**src/common/tbcf_defs.svh**
```systemverilog
`ifndef TBCF_DEFS_SVH
`define TBCF_DEFS_SVH

// ==========================================
// Register byte addresses
`define TBCF_ADDR_SECOND_CONTROL_REGISTER     8'h01
`define TBCF_ADDR_INTCTRL   8'h05
`define TBCF_ADDR_INTERRUPT_FLAG_REGISTER  8'h06
`define TBCF_ADDR_CAPTURE_EVENT_FLAG_LO   8'h0C
// ==========================================
// Field positions and reset values
`define TBCF_FLAG_BIT       0
`define TBCF_MODE_LSB       0
`define TBCF_MODE_W         3
`define TBCF_FLAGS_RESET    8'h00
`define TBCF_SECOND_CONTROL_REGISTER_RESET    8'h00
`define TBCF_MASK_RESET     8'h00

`endif

```
**src/common/tbcf_pkg.sv**
```systemverilog
package tbcf_pkg;

  typedef enum logic [2:0] {
    TBCF_MODE_PERIODIC,
    TBCF_MODE_TIMEOUT,
    TBCF_MODE_CAPTURE_EVENT_FLAG_EVENT,
    TBCF_MODE_CAPTURE_EVENT_FLAG_FREQ,
    TBCF_MODE_CAPTURE_EVENT_FLAG_PW,
    TBCF_MODE_CAPTURE_EVENT_FLAG_FRQPW,
    TBCF_MODE_SINGLE,
    TBCF_MODE_PWM8
  } tbcf_mode_t;

  // Strobes from the counter core, one cycle each
  typedef struct packed {
    logic top_hit;
    logic cmp_low_hit;
    logic capture_event_flag_load;
    logic edge_seen;
    logic cnt_stopped;
  } tbcf_evt_t;

endpackage

```
**src/hw/tbcf_flag.sv**
```systemverilog
`timescale 1ns/1ps
`include "tbcf_defs.svh"

// Summary of operation
// - Flag at bit 0 of offset 0x06
// - Write one clears; capture read clears in the four capture modes only
// - Counter mode selects the set condition
// - Periodic, timeout, single-shot: set at TOP
// - Event capture: set on capture load
// - Frequency capture: set on loading edge
// - Pulse-width capture: set on loading edge
// - Freq and width: set on an edge while the counter is stopped
// - 8-bit PWM: set at compare low byte
module tbcf_flag (
  input  wire logic              clk_i,
  input  wire logic              rst_i,
  input  wire logic              cyc_i,
  input  wire logic              stb_i,
  input  wire logic              we_i,
  input  wire logic [7:0]        adr_i,
  input  wire logic [3:0]        sel_i,
  input  wire logic [31:0]       dat_i,
  output logic      [31:0]       dat_o,
  output logic                   ack_o,
  input  wire tbcf_pkg::tbcf_evt_t evt_i,
  input  wire logic              capture_event_flag_read_i,
  output logic      [2:0]        counter_mode_select_o,
  output logic                   irq_o
);

  // ==========================================
  // Bus decode
  logic [7:0] second_control_register_reg;
  logic [7:0] mask_reg;
  logic [7:0] flags_reg;
  logic [7:0] flags_next;
  logic       ack_reg;
  logic [31:0] rdat_reg;

  wire        acc     = cyc_i && stb_i && !ack_reg;
  // Writes land on the edge where the master samples ack high
  wire        wr      = cyc_i && stb_i && ack_reg && we_i && sel_i[0];
  wire        hit_ctl = adr_i == `TBCF_ADDR_SECOND_CONTROL_REGISTER;
  wire        hit_msk = adr_i == `TBCF_ADDR_INTCTRL;
  wire        hit_flg = adr_i == `TBCF_ADDR_INTERRUPT_FLAG_REGISTER;
  wire [7:0]  rsel    = hit_ctl ? second_control_register_reg :
                        hit_msk ? mask_reg  :
                        hit_flg ? flags_reg : 8'h00;

  // ==========================================
  // Set condition selection
  tbcf_pkg::tbcf_mode_t mode;
  assign mode = tbcf_pkg::tbcf_mode_t'(second_control_register_reg[`TBCF_MODE_LSB +: `TBCF_MODE_W]);
  assign counter_mode_select_o = second_control_register_reg[`TBCF_MODE_LSB +: `TBCF_MODE_W];

  logic set_cond;
  logic capture_event_flag_mode;
  always_comb begin
    set_cond  = 1'b0;
    capture_event_flag_mode = 1'b0;
    case (mode)
      tbcf_pkg::TBCF_MODE_PERIODIC,
      tbcf_pkg::TBCF_MODE_TIMEOUT,
      tbcf_pkg::TBCF_MODE_SINGLE: begin
        set_cond = evt_i.top_hit;
      end
      tbcf_pkg::TBCF_MODE_CAPTURE_EVENT_FLAG_EVENT: begin
        set_cond  = evt_i.capture_event_flag_load;
        capture_event_flag_mode = 1'b1;
      end
      tbcf_pkg::TBCF_MODE_CAPTURE_EVENT_FLAG_FREQ,
      tbcf_pkg::TBCF_MODE_CAPTURE_EVENT_FLAG_PW: begin
        set_cond  = evt_i.edge_seen && evt_i.capture_event_flag_load;
        capture_event_flag_mode = 1'b1;
      end
      tbcf_pkg::TBCF_MODE_CAPTURE_EVENT_FLAG_FRQPW: begin
        set_cond  = evt_i.edge_seen && evt_i.cnt_stopped;
        capture_event_flag_mode = 1'b1;
      end
      tbcf_pkg::TBCF_MODE_PWM8: begin
        set_cond = evt_i.cmp_low_hit;
      end
      default: begin
        set_cond = 1'b0;
      end
    endcase
  end

  wire clr_wr = wr && hit_flg && dat_i[`TBCF_FLAG_BIT];
  wire clr_rd = capture_event_flag_mode && capture_event_flag_read_i;
  wire clr    = clr_wr || clr_rd;

  always_comb begin
    flags_next = flags_reg;
    if (clr) begin
      flags_next[`TBCF_FLAG_BIT] = 1'b0;
    end
    if (set_cond) begin
      flags_next[`TBCF_FLAG_BIT] = 1'b1;
    end
  end

  // ==========================================
  // Registers
  always_ff @(posedge clk_i) begin
    if (rst_i) begin
      flags_reg <= `TBCF_FLAGS_RESET;
      second_control_register_reg <= `TBCF_SECOND_CONTROL_REGISTER_RESET;
      mask_reg  <= `TBCF_MASK_RESET;
    end else begin
      flags_reg <= flags_next;
      if (wr && hit_ctl) begin
        second_control_register_reg <= {5'h00, dat_i[2:0]};
      end
      if (wr && hit_msk) begin
        mask_reg <= {7'h00, dat_i[0]};
      end
    end
  end

  always_ff @(posedge clk_i) begin
    if (rst_i) begin
      ack_reg  <= 1'b0;
      rdat_reg <= 32'h0000_0000;
    end else begin
      ack_reg  <= acc;
      rdat_reg <= acc ? {24'h00_0000, rsel} : rdat_reg;
    end
  end

  assign ack_o = ack_reg;
  assign dat_o = rdat_reg;
  assign irq_o = |(flags_reg & mask_reg);
endmodule

```
**config.mk**
```make
export PLATFORM = sky130hd
export DESIGN_NAME = tbcf_flag
export DESIGN_NICKNAME = d
export VERILOG_FILES = /design/src/common/tbcf_pkg.sv /design/src/hw/tbcf_flag.sv
export VERILOG_INCLUDE_DIRS = /design/src /design/src/common
export SDC_FILE = /design/constraint.sdc
export NUM_CORES = 1
export LEC_CHECK = 0
export ABC_AREA = 1
export BUFFER_PORTS_ARGS = -buffer_cell sky130_fd_sc_hd__buf_2
export CAP_MARGIN = 25
export CORE_ASPECT_RATIO = 1.5
export CORE_MARGIN = 5
export CORE_UTILIZATION = 32
export DETAILED_ROUTE_END_ITERATION = 8
export GPL_ROUTABILITY_DRIVEN = 1
export GPL_TIMING_DRIVEN = 1
export HOLD_SLACK_MARGIN = 0.05
export PLACE_DENSITY = 0.9
export RECOVER_POWER = 25
export SYNTH_ARGS = -nofsm -noshare
export SYNTH_HDL_FRONTEND = slang
export SYNTH_SLANG_ARGS = --single-unit
```
**constraint.sdc**
```tcl
create_clock -name clk_i -period 1.4 [get_ports clk_i]
set_input_delay 0.07 -clock clk_i [delete_from_list [all_inputs] [get_ports clk_i]]
set_output_delay 0.07 -clock clk_i [all_outputs]
set_load 0.02 [all_outputs]
```
* Yosys cells after proc, flatten, opt, wreduce, memory -nomap -nowiden
Index checks and enable logic that the tools add are counted. W data, S select, Z words.
Operators by class: multiplexer cells 7, reduce and logical (&&, ||, !) cells 20, bitwise operators 1, equality and inequality tests 10
Operators by type and width (count):
- $eq A8 B3 Y1 const B | 2
- $eq A3 B3 Y1 const B | 4
- $logic_and A1 B1 Y1 | 12
- $eq A8 B1 Y1 const B | 1
- $reduce_or A8 Y1 | 1
- $eq A3 B2 Y1 const B | 2
- $mux W1 | 5
- $pmux W1 S5 | 1
- $reduce_or A4 Y1 | 1
- $eq A3 B1 Y1 const B | 1
- $logic_not A3 Y1 | 1
- $mux W3 | 1
- $reduce_or A3 Y1 | 1
- $reduce_bool A2 Y1 | 1
- $reduce_or A2 Y1 | 1
- $and A1 B1 Y1 | 1
- $logic_not A1 Y1 | 1
- $logic_or A1 B1 Y1 | 1
Storage, ports and cells: input bits 55, register bits after elaboration 14, word-level logic and storage cells 43, output and inout port bits 37

* Logic depth before layout (Yosys ltp)
Gate-level depths: netlist (run 1).
word-level depth 9, gate-level depth with buffers 9, depth with buffers taken out 9

* Worst setup path before layout (run 1)
No wires, ideal clock.
path type register to register, start reg second_control_register_reg[1], end reg flags_reg[0], data required time 1.289 ns, stages on the path, launching flop included 10, library setup time 0.111 ns, arrival 1.029 ns, buffers on the path 0, path slack 0.260 ns, path through dfxtp_1 inv_1 nand3_1 nand2_1 nand2_1 inv_1 nand2_1 nand2_1 nor2_1 nor2_1
On the way: word-level cells in the longest chain between the ends 6, elaborated cells between the ends (all ways) 17, classes of those cells 7 x eq/ne; 3 x mux; 7 x reduce/logical
Ends and longest elaborated chain:
- start, declared | RTL line tbcf_flag.sv:33 | logic [7:0] second_control_register_reg;
- start signal, assigned | RTL line tbcf_flag.sv:108 | second_control_register_reg <= `TBCF_SECOND_CONTROL_REGISTER_RESET;
- start signal, assigned | RTL line tbcf_flag.sv:113 | second_control_register_reg <= {5'h00, dat_i[2:0]};
- $eq A3 B3 Y1 or $eq A3 B2 Y1 (tied branches) | RTL line tbcf_flag.sv:61 | case (mode)
- $reduce_or A4 Y1 (no line)
- $mux W1 | RTL line tbcf_flag.sv:61
- $logic_and A1 B1 Y1 | RTL line tbcf_flag.sv:90 | wire clr_rd = capture_event_flag_mode && capture_event_flag_read_i;
- $logic_or A1 B1 Y1 | RTL line tbcf_flag.sv:91 | wire clr = clr_wr || clr_rd;
- $reduce_bool A2 Y1 (no line)
- end signal, assigned | RTL line tbcf_flag.sv:107 | flags_reg <= `TBCF_FLAGS_RESET;
- end signal, assigned | RTL line tbcf_flag.sv:111 | flags_reg <= flags_next;
- end, declared | RTL line tbcf_flag.sv:35 | logic [7:0] flags_reg;
Parallel ways exist; a longest one is shown, timed or not. A chain may end at the register's enable or synchronous reset.

* Worst setup path in the final report (run 1)
start reg ack_reg (netlist: ack_o), end reg second_control_register_reg[0]
On the way: word-level cells in the longest chain between the ends 4
Ends and longest elaborated chain:
- start, declared | RTL line tbcf_flag.sv:37 | logic ack_reg;
- start signal, assigned | RTL line tbcf_flag.sv:123 | ack_reg <= 1'b0;
- start signal, assigned | RTL line tbcf_flag.sv:126 | ack_reg <= acc;
- $logic_and A1 B1 Y1 (3 in a row) | RTL line tbcf_flag.sv:42 | wire wr = cyc_i && stb_i && ack_reg && we_i && sel_i[0];
- $logic_and A1 B1 Y1 | RTL line tbcf_flag.sv:112 | if (wr && hit_ctl) begin
No other way between the ends.

==> impl_metrics.csv, run 1 <==
group,metric,value,unit
cells_and_area,nets,210,
detailed_routing,wl_per_cell,8.60,microns
clock_tree,clockBufferDepth,2,
cells_and_area,diodes,0,
global_routing,grt.busiest_layer,"met2",
power,p_clk_share,31.8,%
power,swShare,33.5,%
timing,skew,0.00448,ns
power,p_leak,0.490,nW
synthesis,yosysUniqueCellTypes,17,
cells_and_area,final_cell_area,858,sq um
synthesis,ys_seq_area_share,23.7,%
synthesis,synth.avg_cell_area,6.34,sq um
power,seqPwrFrac,43.3,%
global_routing,grtUsageTotal,8.22,%
detailed_routing,drc,0,
floorplanning,dieArea,3470,sq um
cells_and_area,area.growth.synth_to_final,12.8,%
global_routing,antenna_found_initial,0,
floorplanning,placementRows,21,
clock_tree,cts.clk_slew.worst_paths,0.06,ns
timing,final-max-slew-violation-count,0,
power,vdd_drop_max,0.386,mV
detailed_routing,ant_nets,0,
clock_tree,cts_root_buf,"clkbuf_4",
power,power.density,725,nW/um^2
clock_tree,clock_sinks,9,
timing,hold_viol_final,0,
clock_tree,cts_made_buffers,3,
flow_run,maxCapViolations,0,
global_routing,grt_overflow,0,
global_routing,use_met1,9.18,%
timing,max_freq,882,MHz
global_routing,grtUsageMet3,2.15,%
global_routing,grt_pass1_wl,2.40,mm
global_routing,grt_max_degree,9,
min_path,timing.hold.worst.class,"input port to register",
floorplanning,fp.dieW,49.8,microns
detailed_routing,routed_wl,1.52,mm
clock_tree,clk-insertion-delay-late,0.26,ns
synthesis,ys_warn_count,0,
timing,finalCriticalPeriod,1.13,ns
power,finalPower,0.622,mW
floorplanning,coreArea,2260,sq um
power,power_switching,0.208,mW
timing,tns,0,ns
place,gp_congestion,0.695,
synthesis,netlist_area,761,sq um
place,hpwl,1.35,mm
place,postPlaceCellArea,827,sq um
cells_and_area,final_layout_size_suffix_gt1_share,23.4,%
global_routing,use_met2,14.6,%
outcome,outcome,"completed",
place,io_buffers,30,
cells_and_area,layout_common_cells,"conb_1 (29), buf_2 (26), nand2_1 (24)",
timing,whs,0.0528,ns
synthesis,synthCells,120,
detailed_routing,drtIter0Drc,10,
detailed_routing,vias,700,
floorplanning,io_pins,92,
critical_path,cp.required,1.55,ns
critical_path,critPathCaptureType,"register",
floorplanning,die_y,69.7,microns
synthesis,ys_seq_elements,9,
critical_path,cp.arrival,1.28,ns
clock_tree,tritoncts,"built",
critical_path,critical_path_class,"register to register",
global_routing,grt_pass1_vias,623,
timing,finalCritPeriodShare,81.0,%
clock_tree,h-tree-depth,1,
floorplanning,initial_core_util,33.7,%
detailed_routing,drt-vias-per-instance,3.95,
detailed_routing,dr.pass1.iters,3,
power,p_comb_share,24.9,%
power,power.internal,0.414,mW
critical_path,cp_max_fo,5,
critical_path,worstSetupStartpointType,"register",
timing,setup_violations,0,
timing,rsz0062_at_grt,"no",
cells_and_area,layout_commonest_cell,"conb_1",
-- cell usage after synthesis, drive strengths merged --
| library cell | number | share of area, % |
|---|---|---|
| buf | 29 | 29 |
| clkinv | 1 | 0.49 |
| conb | 1 | 0.49 |
| o21ai | 6 | 3.9 |
| a21boi | 1 | 0.99 |
| nand3 | 5 | 3.3 |
| nand2 | 28 | 15 |
| nor2 | 21 | 11 |
| nand4 | 1 | 0.82 |
| nor3 | 3 | 3.5 |
| dfxtp | 9 | 24 |
| inv | 11 | 5.4 |
| a21oi | 4 | 2.6 |
-- repair_timing --
| action | 4_1_cts | 5_1_grt |
|---|---|---|
| setup buffers | 0 | 0 |
| endpoints found under the hold margin | 3 | 0 |
| gates resized for setup | 0 | 0 |
| setup endpoints to repair | 0 | 0 |
| hold buffers | 1 | 0 |
-- path summary, 6_finish.rpt --
| check | start | endpoint | slack [ns] | cells past startpoint |
|---|---|---|---|---|
| setup / recovery | ack_o | second_control_register_reg[0] | 0.27 | 5 |
| hold / removal | dat_i[1] | second_control_register_reg[1] | 0.05 | 3 |
| setup reg to reg | ack_o | second_control_register_reg[0] | 0.27 | 5 |
| hold reg to reg | ack_o | ack_o | 0.48 | 1 |
-- critical path, cell delays in order, from the launching register on --
cell and delay (ns):
dfxtp_1 0.37, nand3_1 0.11, nor2_1 0.22, nand2_2 0.13, o21ai_1 0.15, nor2_1 0.05
-- cell type report --
cell class              count  area, sq um
well taps                  23         28.8
clock buffers               4         26.3
multi-input cells          98          423
fillers                   270         1400
flip-flops and latches      9          180
inverters                  12         45.0
repair buffers             31          155
-- per-layer routing --
metal	vias to the layer above	share of wire (%)	wire (microns)
met5	-	0	0
met4	0	0	0
met3	0	12	176
met2	36	50	756
met1	283	39	589
li1	381	-	-
-- power groups by stage --
stage | Combinational (mW) | Sequential (mW) | Clock (mW)
final | 0.155 | 0.269 | 0.198
after global routing | 0.173 | 0.270 | 0.213
after CTS | 0.155 | 0.269 | 0.204
after detailed placement | 0.153 | 0.275 | 0
after global placement | 0.152 | 0.275 | 0
after floorplan | 0.163 | 0.282 | 0
-- cells by family after synthesis --
group / Yosys count / share of synthesized area (%)
other: 1 / 0.493
AO/OA/AOI/OAI: 11 / 7.57
buffers and inverters: 41 / 34.5
flip-flops: 9 / 23.7
AND/OR/NAND/NOR: 58 / 33.7
-- stage by stage --
| stage | setup slack [ns] | cells | util (%) |
|---|---|---|---|
| 2_1_floorplan | 0.260 | 148 | - |
| 3_3_place_gp | 0.299 | 172 | 36.6 |
| 3_5_place_dp | 0.288 | 172 | 36.6 |
| 4_1_cts | 0.268 | 177 | 38.2 |
| 5_1_grt | 0.0993 | 177 | 38.0 |
| 6_report | 0.266 | 177 | 38.0 |
No activity file was read; power rests on OpenSTA's default activity.
==> inputs of run 2 (changes only) <==
Settings changed: ABC_AREA 1 to 0, CORE_UTILIZATION 32 to 33, PLACE_DENSITY 0.9 to 0.91.
Clock period 1.4 ns to 1.1 ns, I/O delays scaled along.
==> impl_metrics.csv, run 2 <==
group,metric,value,unit
outcome,outcome,"finished, violations left",
outcome,violations,"setup timing",
floorplanning,die_y,69.3,microns
cells_and_area,nets,190,
clock_tree,clockBufferDepth,2,
timing,finalCritPeriodShare,107,%
timing,setup_ws,-0.0728,ns
cells_and_area,regArea,186,sq um
detailed_routing,wl_per_cell,10.8,microns
detailed_routing,drt-vias-per-instance,4.48,
critical_path,cp.required,1.25,ns
place,io_buffers,30,
critical_path,critical_path_class,"register to register",
floorplanning,io_pins,92,
place,hpwl,1.50,mm
min_path,timing.hold.worst.class,"input port to register",
synthesis,synth_area_leader_cell,"buf_4",
detailed_routing,dr.pass1.iters,2,
synthesis,synth_area_leaders,"buf_4 (28%), dfxtp_1 (23%), mux2i_1 (3.9%)",
cells_and_area,layout_common_cells,"conb_1 (29), buf_2 (28), buf_4 (7)",
global_routing,grtUsageTotal,9.73,%
cells_and_area,fin_util,43.2,%
detailed_routing,drc,0,
clock_tree,cts.clk_slew.worst_paths,0.06,ns
global_routing,grt_overflow,0,
floorplanning,dieArea,3430,sq um
detailed_routing,drtIter0Drc,10,
floorplanning,fp.dieW,49.5,microns
synthesis,yosysUniqueCellTypes,34,
cells_and_area,layoutNonFillerInstCount,157,
timing,setup_violations,5,
place,gp_congestion,0.714,
clock_tree,clock_sinks,9,
timing,final-max-slew-violation-count,0,
timing,max_freq,853,MHz
cells_and_area,diodes,0,
synthesis,synth_top_area_share,28.2,%
clock_tree,clk-insertion-delay-late,0.25,ns
min_path,min_to,"mask_reg[0]",
synthesis,ys.flop_type,"dfxtp_1",
synthesis,synth-edff-count,0,
synthesis,synth_common_cells,"buf_4 (29), dfxtp_1 (9), nand2_1 (6), nor2_1 (6), a21oi_1 (4)",
clock_tree,cts_root_buf,"clkbuf_4",
cells_and_area,layout_commonest_cell,"conb_1",
synthesis,ys_seq_elements,9,
floorplanning,placementRows,21,
global_routing,grt_pass1_wl,2.77,mm
timing,hold_viol_final,0,
synthesis,synth.avg_cell_area,8.23,sq um
critical_path,rrSetupSlack,-0.07,ns
power,p_leak,0.505,nW
synthesis,synth.most_common_cell,"buf_4",
clock_tree,cts_made_buffers,3,
floorplanning,initial_core_util,34.6,%
cells_and_area,fillers,237,
floorplanning,coreArea,2230,sq um
synthesis,ys_warn_count,0,
timing,skew,0.000468,ns
synthesis,ys_seq_area_share,23.3,%
critical_path,r2r-start,"ack_o",
min_path,min_from,"dat_i[0]",
critical_path,r2r_cells,4,
critical_path,cp.arrival,1.32,ns
synthesis,synthCells,94,
detailed_routing,ant_nets,0,
cells_and_area,final_layout_size_suffix_gt1_share,37.3,%
global_routing,antenna_found_initial,0,
critical_path,r2r-end,"mask_reg[0]",
power,power.density,829,nW/um^2
critical_path,worstSetupStartpointType,"register",
cells_and_area,multi_input_area,495,sq um
critical_path,critPathCaptureType,"register",
critical_path,cp_max_fo,3,
clock_tree,tritoncts,"built",
detailed_routing,routed_wl,1.70,mm
synthesis,netlist_area,773,sq um
synthesis,async_flop_share,0,%
global_routing,grt_pass1_vias,692,
clock_tree,h-tree-depth,1,
timing,finalCriticalPeriod,1.17,ns
detailed_routing,vias,704,
min_path,hold_depth,2,
place,dpl.cell_count,151,
power,vdd_drop_max,0.443,mV
global_routing,grt_max_degree,10,
flow_run,maxCapViolations,0,
timing,rsz0062_at_grt,"yes",
cells_and_area,area.growth.synth_to_final,24.8,%
[run 2: cell count changes in the layout (fill, tap and decap cells not counted), sizes merged, moves of 3 or more]
cell | previous run | this run
inv | 11 | 2
nand2 | 28 | 6
nand2b | 0 | 3
nor2 | 21 | 6
buf | 26 | 35
mux2i | 0 | 3
o21ai | 6 | 1
[run 2: stage by stage]
step | hold WS, ns | total power, mW | TNS, ns | cell area [sq um] | worst slack (ns)
after floorplan | 0.189 | 0.552 | -0.143 | 900 | -0.0811
after global placement | 0.286 | 0.547 | -0.574 | 905 | -0.147
after detailed placement | 0.306 | 0.549 | -0.679 | 905 | -0.204
after CTS | 0.0543 | 0.806 | -0.282 | 958 | -0.0721
after global routing | 0.0701 | 0.852 | -0.520 | 965 | -0.114
final | 0.0615 | 0.800 | -0.201 | 965 | -0.0728
[run 2: critical path: stages, from the launching register on]
cell and delay [ns]:
dfxtp_4 0.34, and3_4 0.19, nand3_4 0.07, o311a_1 0.29, a31o_1 0.18
[run 2: cells by family after synthesis]
group                  after synthesis  synth area share (%)
XOR/XNOR                             1                  1.13
multiplexers                         4                  5.34
buffers and inverters               33                  30.1
AND/OR/NAND/NOR                     34                  29.0
flip-flops                           9                  23.3
other                                1                 0.485
AO/OA/AOI/OAI                       12                  10.7
[run 2: cell type report]
cell class,instances,share of cell area [%]
multi-input combinational,80,51.4
timing repair buffer,39,22.8
sequential,9,19.3
tap,23,2.98
clock buffer,4,2.72
inverter,2,0.778
[run 2: report_power, final]
group          internal (mW)  switching, mW  leakage (nW)
clock                  0.139          0.106        0.0150
sequential             0.332        0.00389        0.0745
combinational         0.0678          0.151         0.415
[run 2: how the worst max path moves through the flow]
stage	from	end	slack, ns	depth (start not counted)
2_1_floorplan	ack_o	mask_reg[0]	-0.08	4
3_3_place_gp	adr_i[5]	flags_reg[0]	-0.15	5
3_5_place_dp	adr_i[5]	flags_reg[0]	-0.20	5
4_1_cts	ack_o	mask_reg[0]	-0.07	4
5_1_grt	ack_o	mask_reg[0]	-0.11	4
6_report	ack_o	mask_reg[0]	-0.07	4
[run 2: metal layers]
metal	wire length [microns]	part of all wire, %	vias to the layer above	global-route usage, %
met3	200	12	5	3.66
met5	0	0	-	0
li1	-	-	349	-
met2	897	53	41	18.0
met4	26	1.5	0	4.37
met1	572	34	309	8.96
[run 2: timing repair]
action	CTS	global route
buffers inserted	0	0
endpoints found under the setup margin	5	6
pin swaps	1	2
hold buffers	2	0
hold endpoints to repair	2	0
gates resized for setup	2	2
cloned	0	0
==> inputs of run 3 (changes only) <==
Settings changed: ABC_AREA 0 to 1, CORE_UTILIZATION 33 to 32, PLACE_DENSITY 0.91 to 0.79.
==> impl_metrics.csv, run 3 (synthesis gave the netlist of run 1 again) <==
group,metric,value,unit
outcome,outcome,"completed",
clock_tree,h-tree-depth,1,
critical_path,critical_path_class,"register to register",
place,hpwl,1.33,mm
detailed_routing,dr.pass1.iters,2,
power,p_leak,0.515,nW
global_routing,antenna_found_initial,0,
detailed_routing,drtIter0Drc,10,
floorplanning,dieArea,3470,sq um
cells_and_area,final_layout_size_suffix_gt1_share,31.6,%
detailed_routing,drc,0,
floorplanning,coreArea,2260,sq um
critical_path,worstSetupStartpointType,"register",
power,power.density,866,nW/um^2
cells_and_area,layout_common_cells,"conb_1 (29), buf_2 (27), nand2_1 (24)",
power,vdd_drop_max,0.538,mV
power,finalPower,0.807,mW
cells_and_area,diodes,0,
clock_tree,clk-insertion-delay-late,0.26,ns
detailed_routing,wl_per_cell,8.98,microns
global_routing,grt_overflow,0,
critical_path,cp_max_fo,5,
detailed_routing,ant_nets,0,
detailed_routing,drt-vias-per-instance,4.04,
flow_run,maxCapViolations,0,
min_path,timing.hold.worst.class,"input port to register",
floorplanning,fp.dieW,49.8,microns
global_routing,grtUsageTotal,8.60,%
critical_path,cp.arrival,1.17,ns
clock_tree,cts.clk_slew.worst_paths,0.06,ns
floorplanning,initial_core_util,33.7,%
clock_tree,cts_root_buf,"clkbuf_4",
cells_and_area,nets,214,
cells_and_area,layout_commonest_cell,"conb_1",
global_routing,grt_pass1_vias,638,
place,place_ws,0.0448,ns
clock_tree,clock_sinks,9,
cells_and_area,fillers,267,
global_routing,grt_pass1_wl,2.45,mm
place,dpl.cell_count,173,
floorplanning,placementRows,21,
clock_tree,cts_made_buffers,3,
cells_and_area,regArea,188,sq um
cells_and_area,multi_input_area,452,sq um
detailed_routing,vias,731,
global_routing,grt_max_degree,8,
timing,skew,0.00319,ns
critical_path,cp.required,1.26,ns
critical_path,crit_path_top_delay_cell,"dfxtp_2",
place,gp_congestion,0.719,
floorplanning,io_pins,92,
timing,finalCriticalPeriod,1.01,ns
critical_path,slowest_delay,0.36,ns
timing,final-max-slew-violation-count,0,
floorplanning,die_y,69.7,microns
clock_tree,clockBufferDepth,2,
timing,hold_viol_final,0,
cells_and_area,area.growth.synth_to_final,22.4,%
timing,finalCritPeriodShare,92.2,%
timing,max_freq,986,MHz
critical_path,path_cells,"nand3_2 > nor2_4 > nand2_2 > o21ai_1 > nor2_1",
critical_path,critPathCaptureType,"register",
timing,setup_ws,0.0860,ns
detailed_routing,routed_wl,1.63,mm
clock_tree,tritoncts,"built",
place,io_buffers,30,
timing,setup_violations,0,
cells_and_area,layoutNonFillerInstCount,181,
[run 3: cell types whose count changed in the layout (fill, tap and decap cells not counted), moves of 3 or more]
cell      previous run  this run
buf_4                7         2
inv_1                2        10
mux2i_1              3         0
nand2_1              6        24
nand2_2              0         4
nand2b_1             3         0
nor2_1               6        17
nor2_2               0         3
[run 3: final cells by class]
| cell class | instances | area share [%] |
|---|---|---|
| well taps | 23 | 3.09 |
| repair buffers | 35 | 20.6 |
| flip-flops and latches | 9 | 20.2 |
| multi-input cells | 98 | 48.5 |
| clock buffers | 4 | 2.82 |
| inverters | 12 | 4.84 |
[run 3: timing repair]
| action | CTS | global route |
|---|---|---|
| resized for setup | 0 | 11 |
| buffers inserted | 0 | 1 |
| setup endpoints to repair | 0 | 4 |
| hold buffers | 3 | 0 |
| endpoints found under the hold margin | 5 | 0 |
[run 3: worst max-delay path, delay by kind of cell, from the launching register on]
kind / cells / cell delay (ns)
simple gates: 4 / 0.41
flops: 1 / 0.36
compound gates: 1 / 0.13
[run 3: through the flow]
stage | hold WS [ns] | TNS [ns] | utilization (%) | instance area [sq um]
floorplan | 0.124 | -0.00855 | - | 868
global placement | 0.270 | 0 | 37.0 | 837
detailed placement | 0.274 | 0 | 37.0 | 837
CTS | 0.0535 | 0 | 39.5 | 893
global route | 0.0577 | -0.0263 | 41.2 | 931
finish | 0.0503 | 0 | 41.2 | 931
[run 3: metal layers]
metal	up-vias	routed length, microns	part of all wire (%)	global-route usage, %
li1	389	-	-	-
met1	298	611	38	9.17
met2	41	813	50	14.9
met3	3	181	11	2.37
met4	0	19	1.2	4.37
met5	-	0	0	0
[run 3: worst paths after layout]
| kind | from | end | slack [ns] | cells past startpoint |
|---|---|---|---|---|
| max | ack_o | second_control_register_reg[0] | 0.09 | 5 |
| min | dat_i[0] | second_control_register_reg[0] | 0.05 | 3 |
| max reg2reg | ack_o | second_control_register_reg[0] | 0.09 | 5 |
| min reg2reg | ack_o | ack_o | 0.46 | 1 |
[run 3: where the power goes]
part / internal, mW / switching, mW
logic: 0.0569 / 0.152
registers: 0.335 / 0.00672
clock network: 0.140 / 0.116
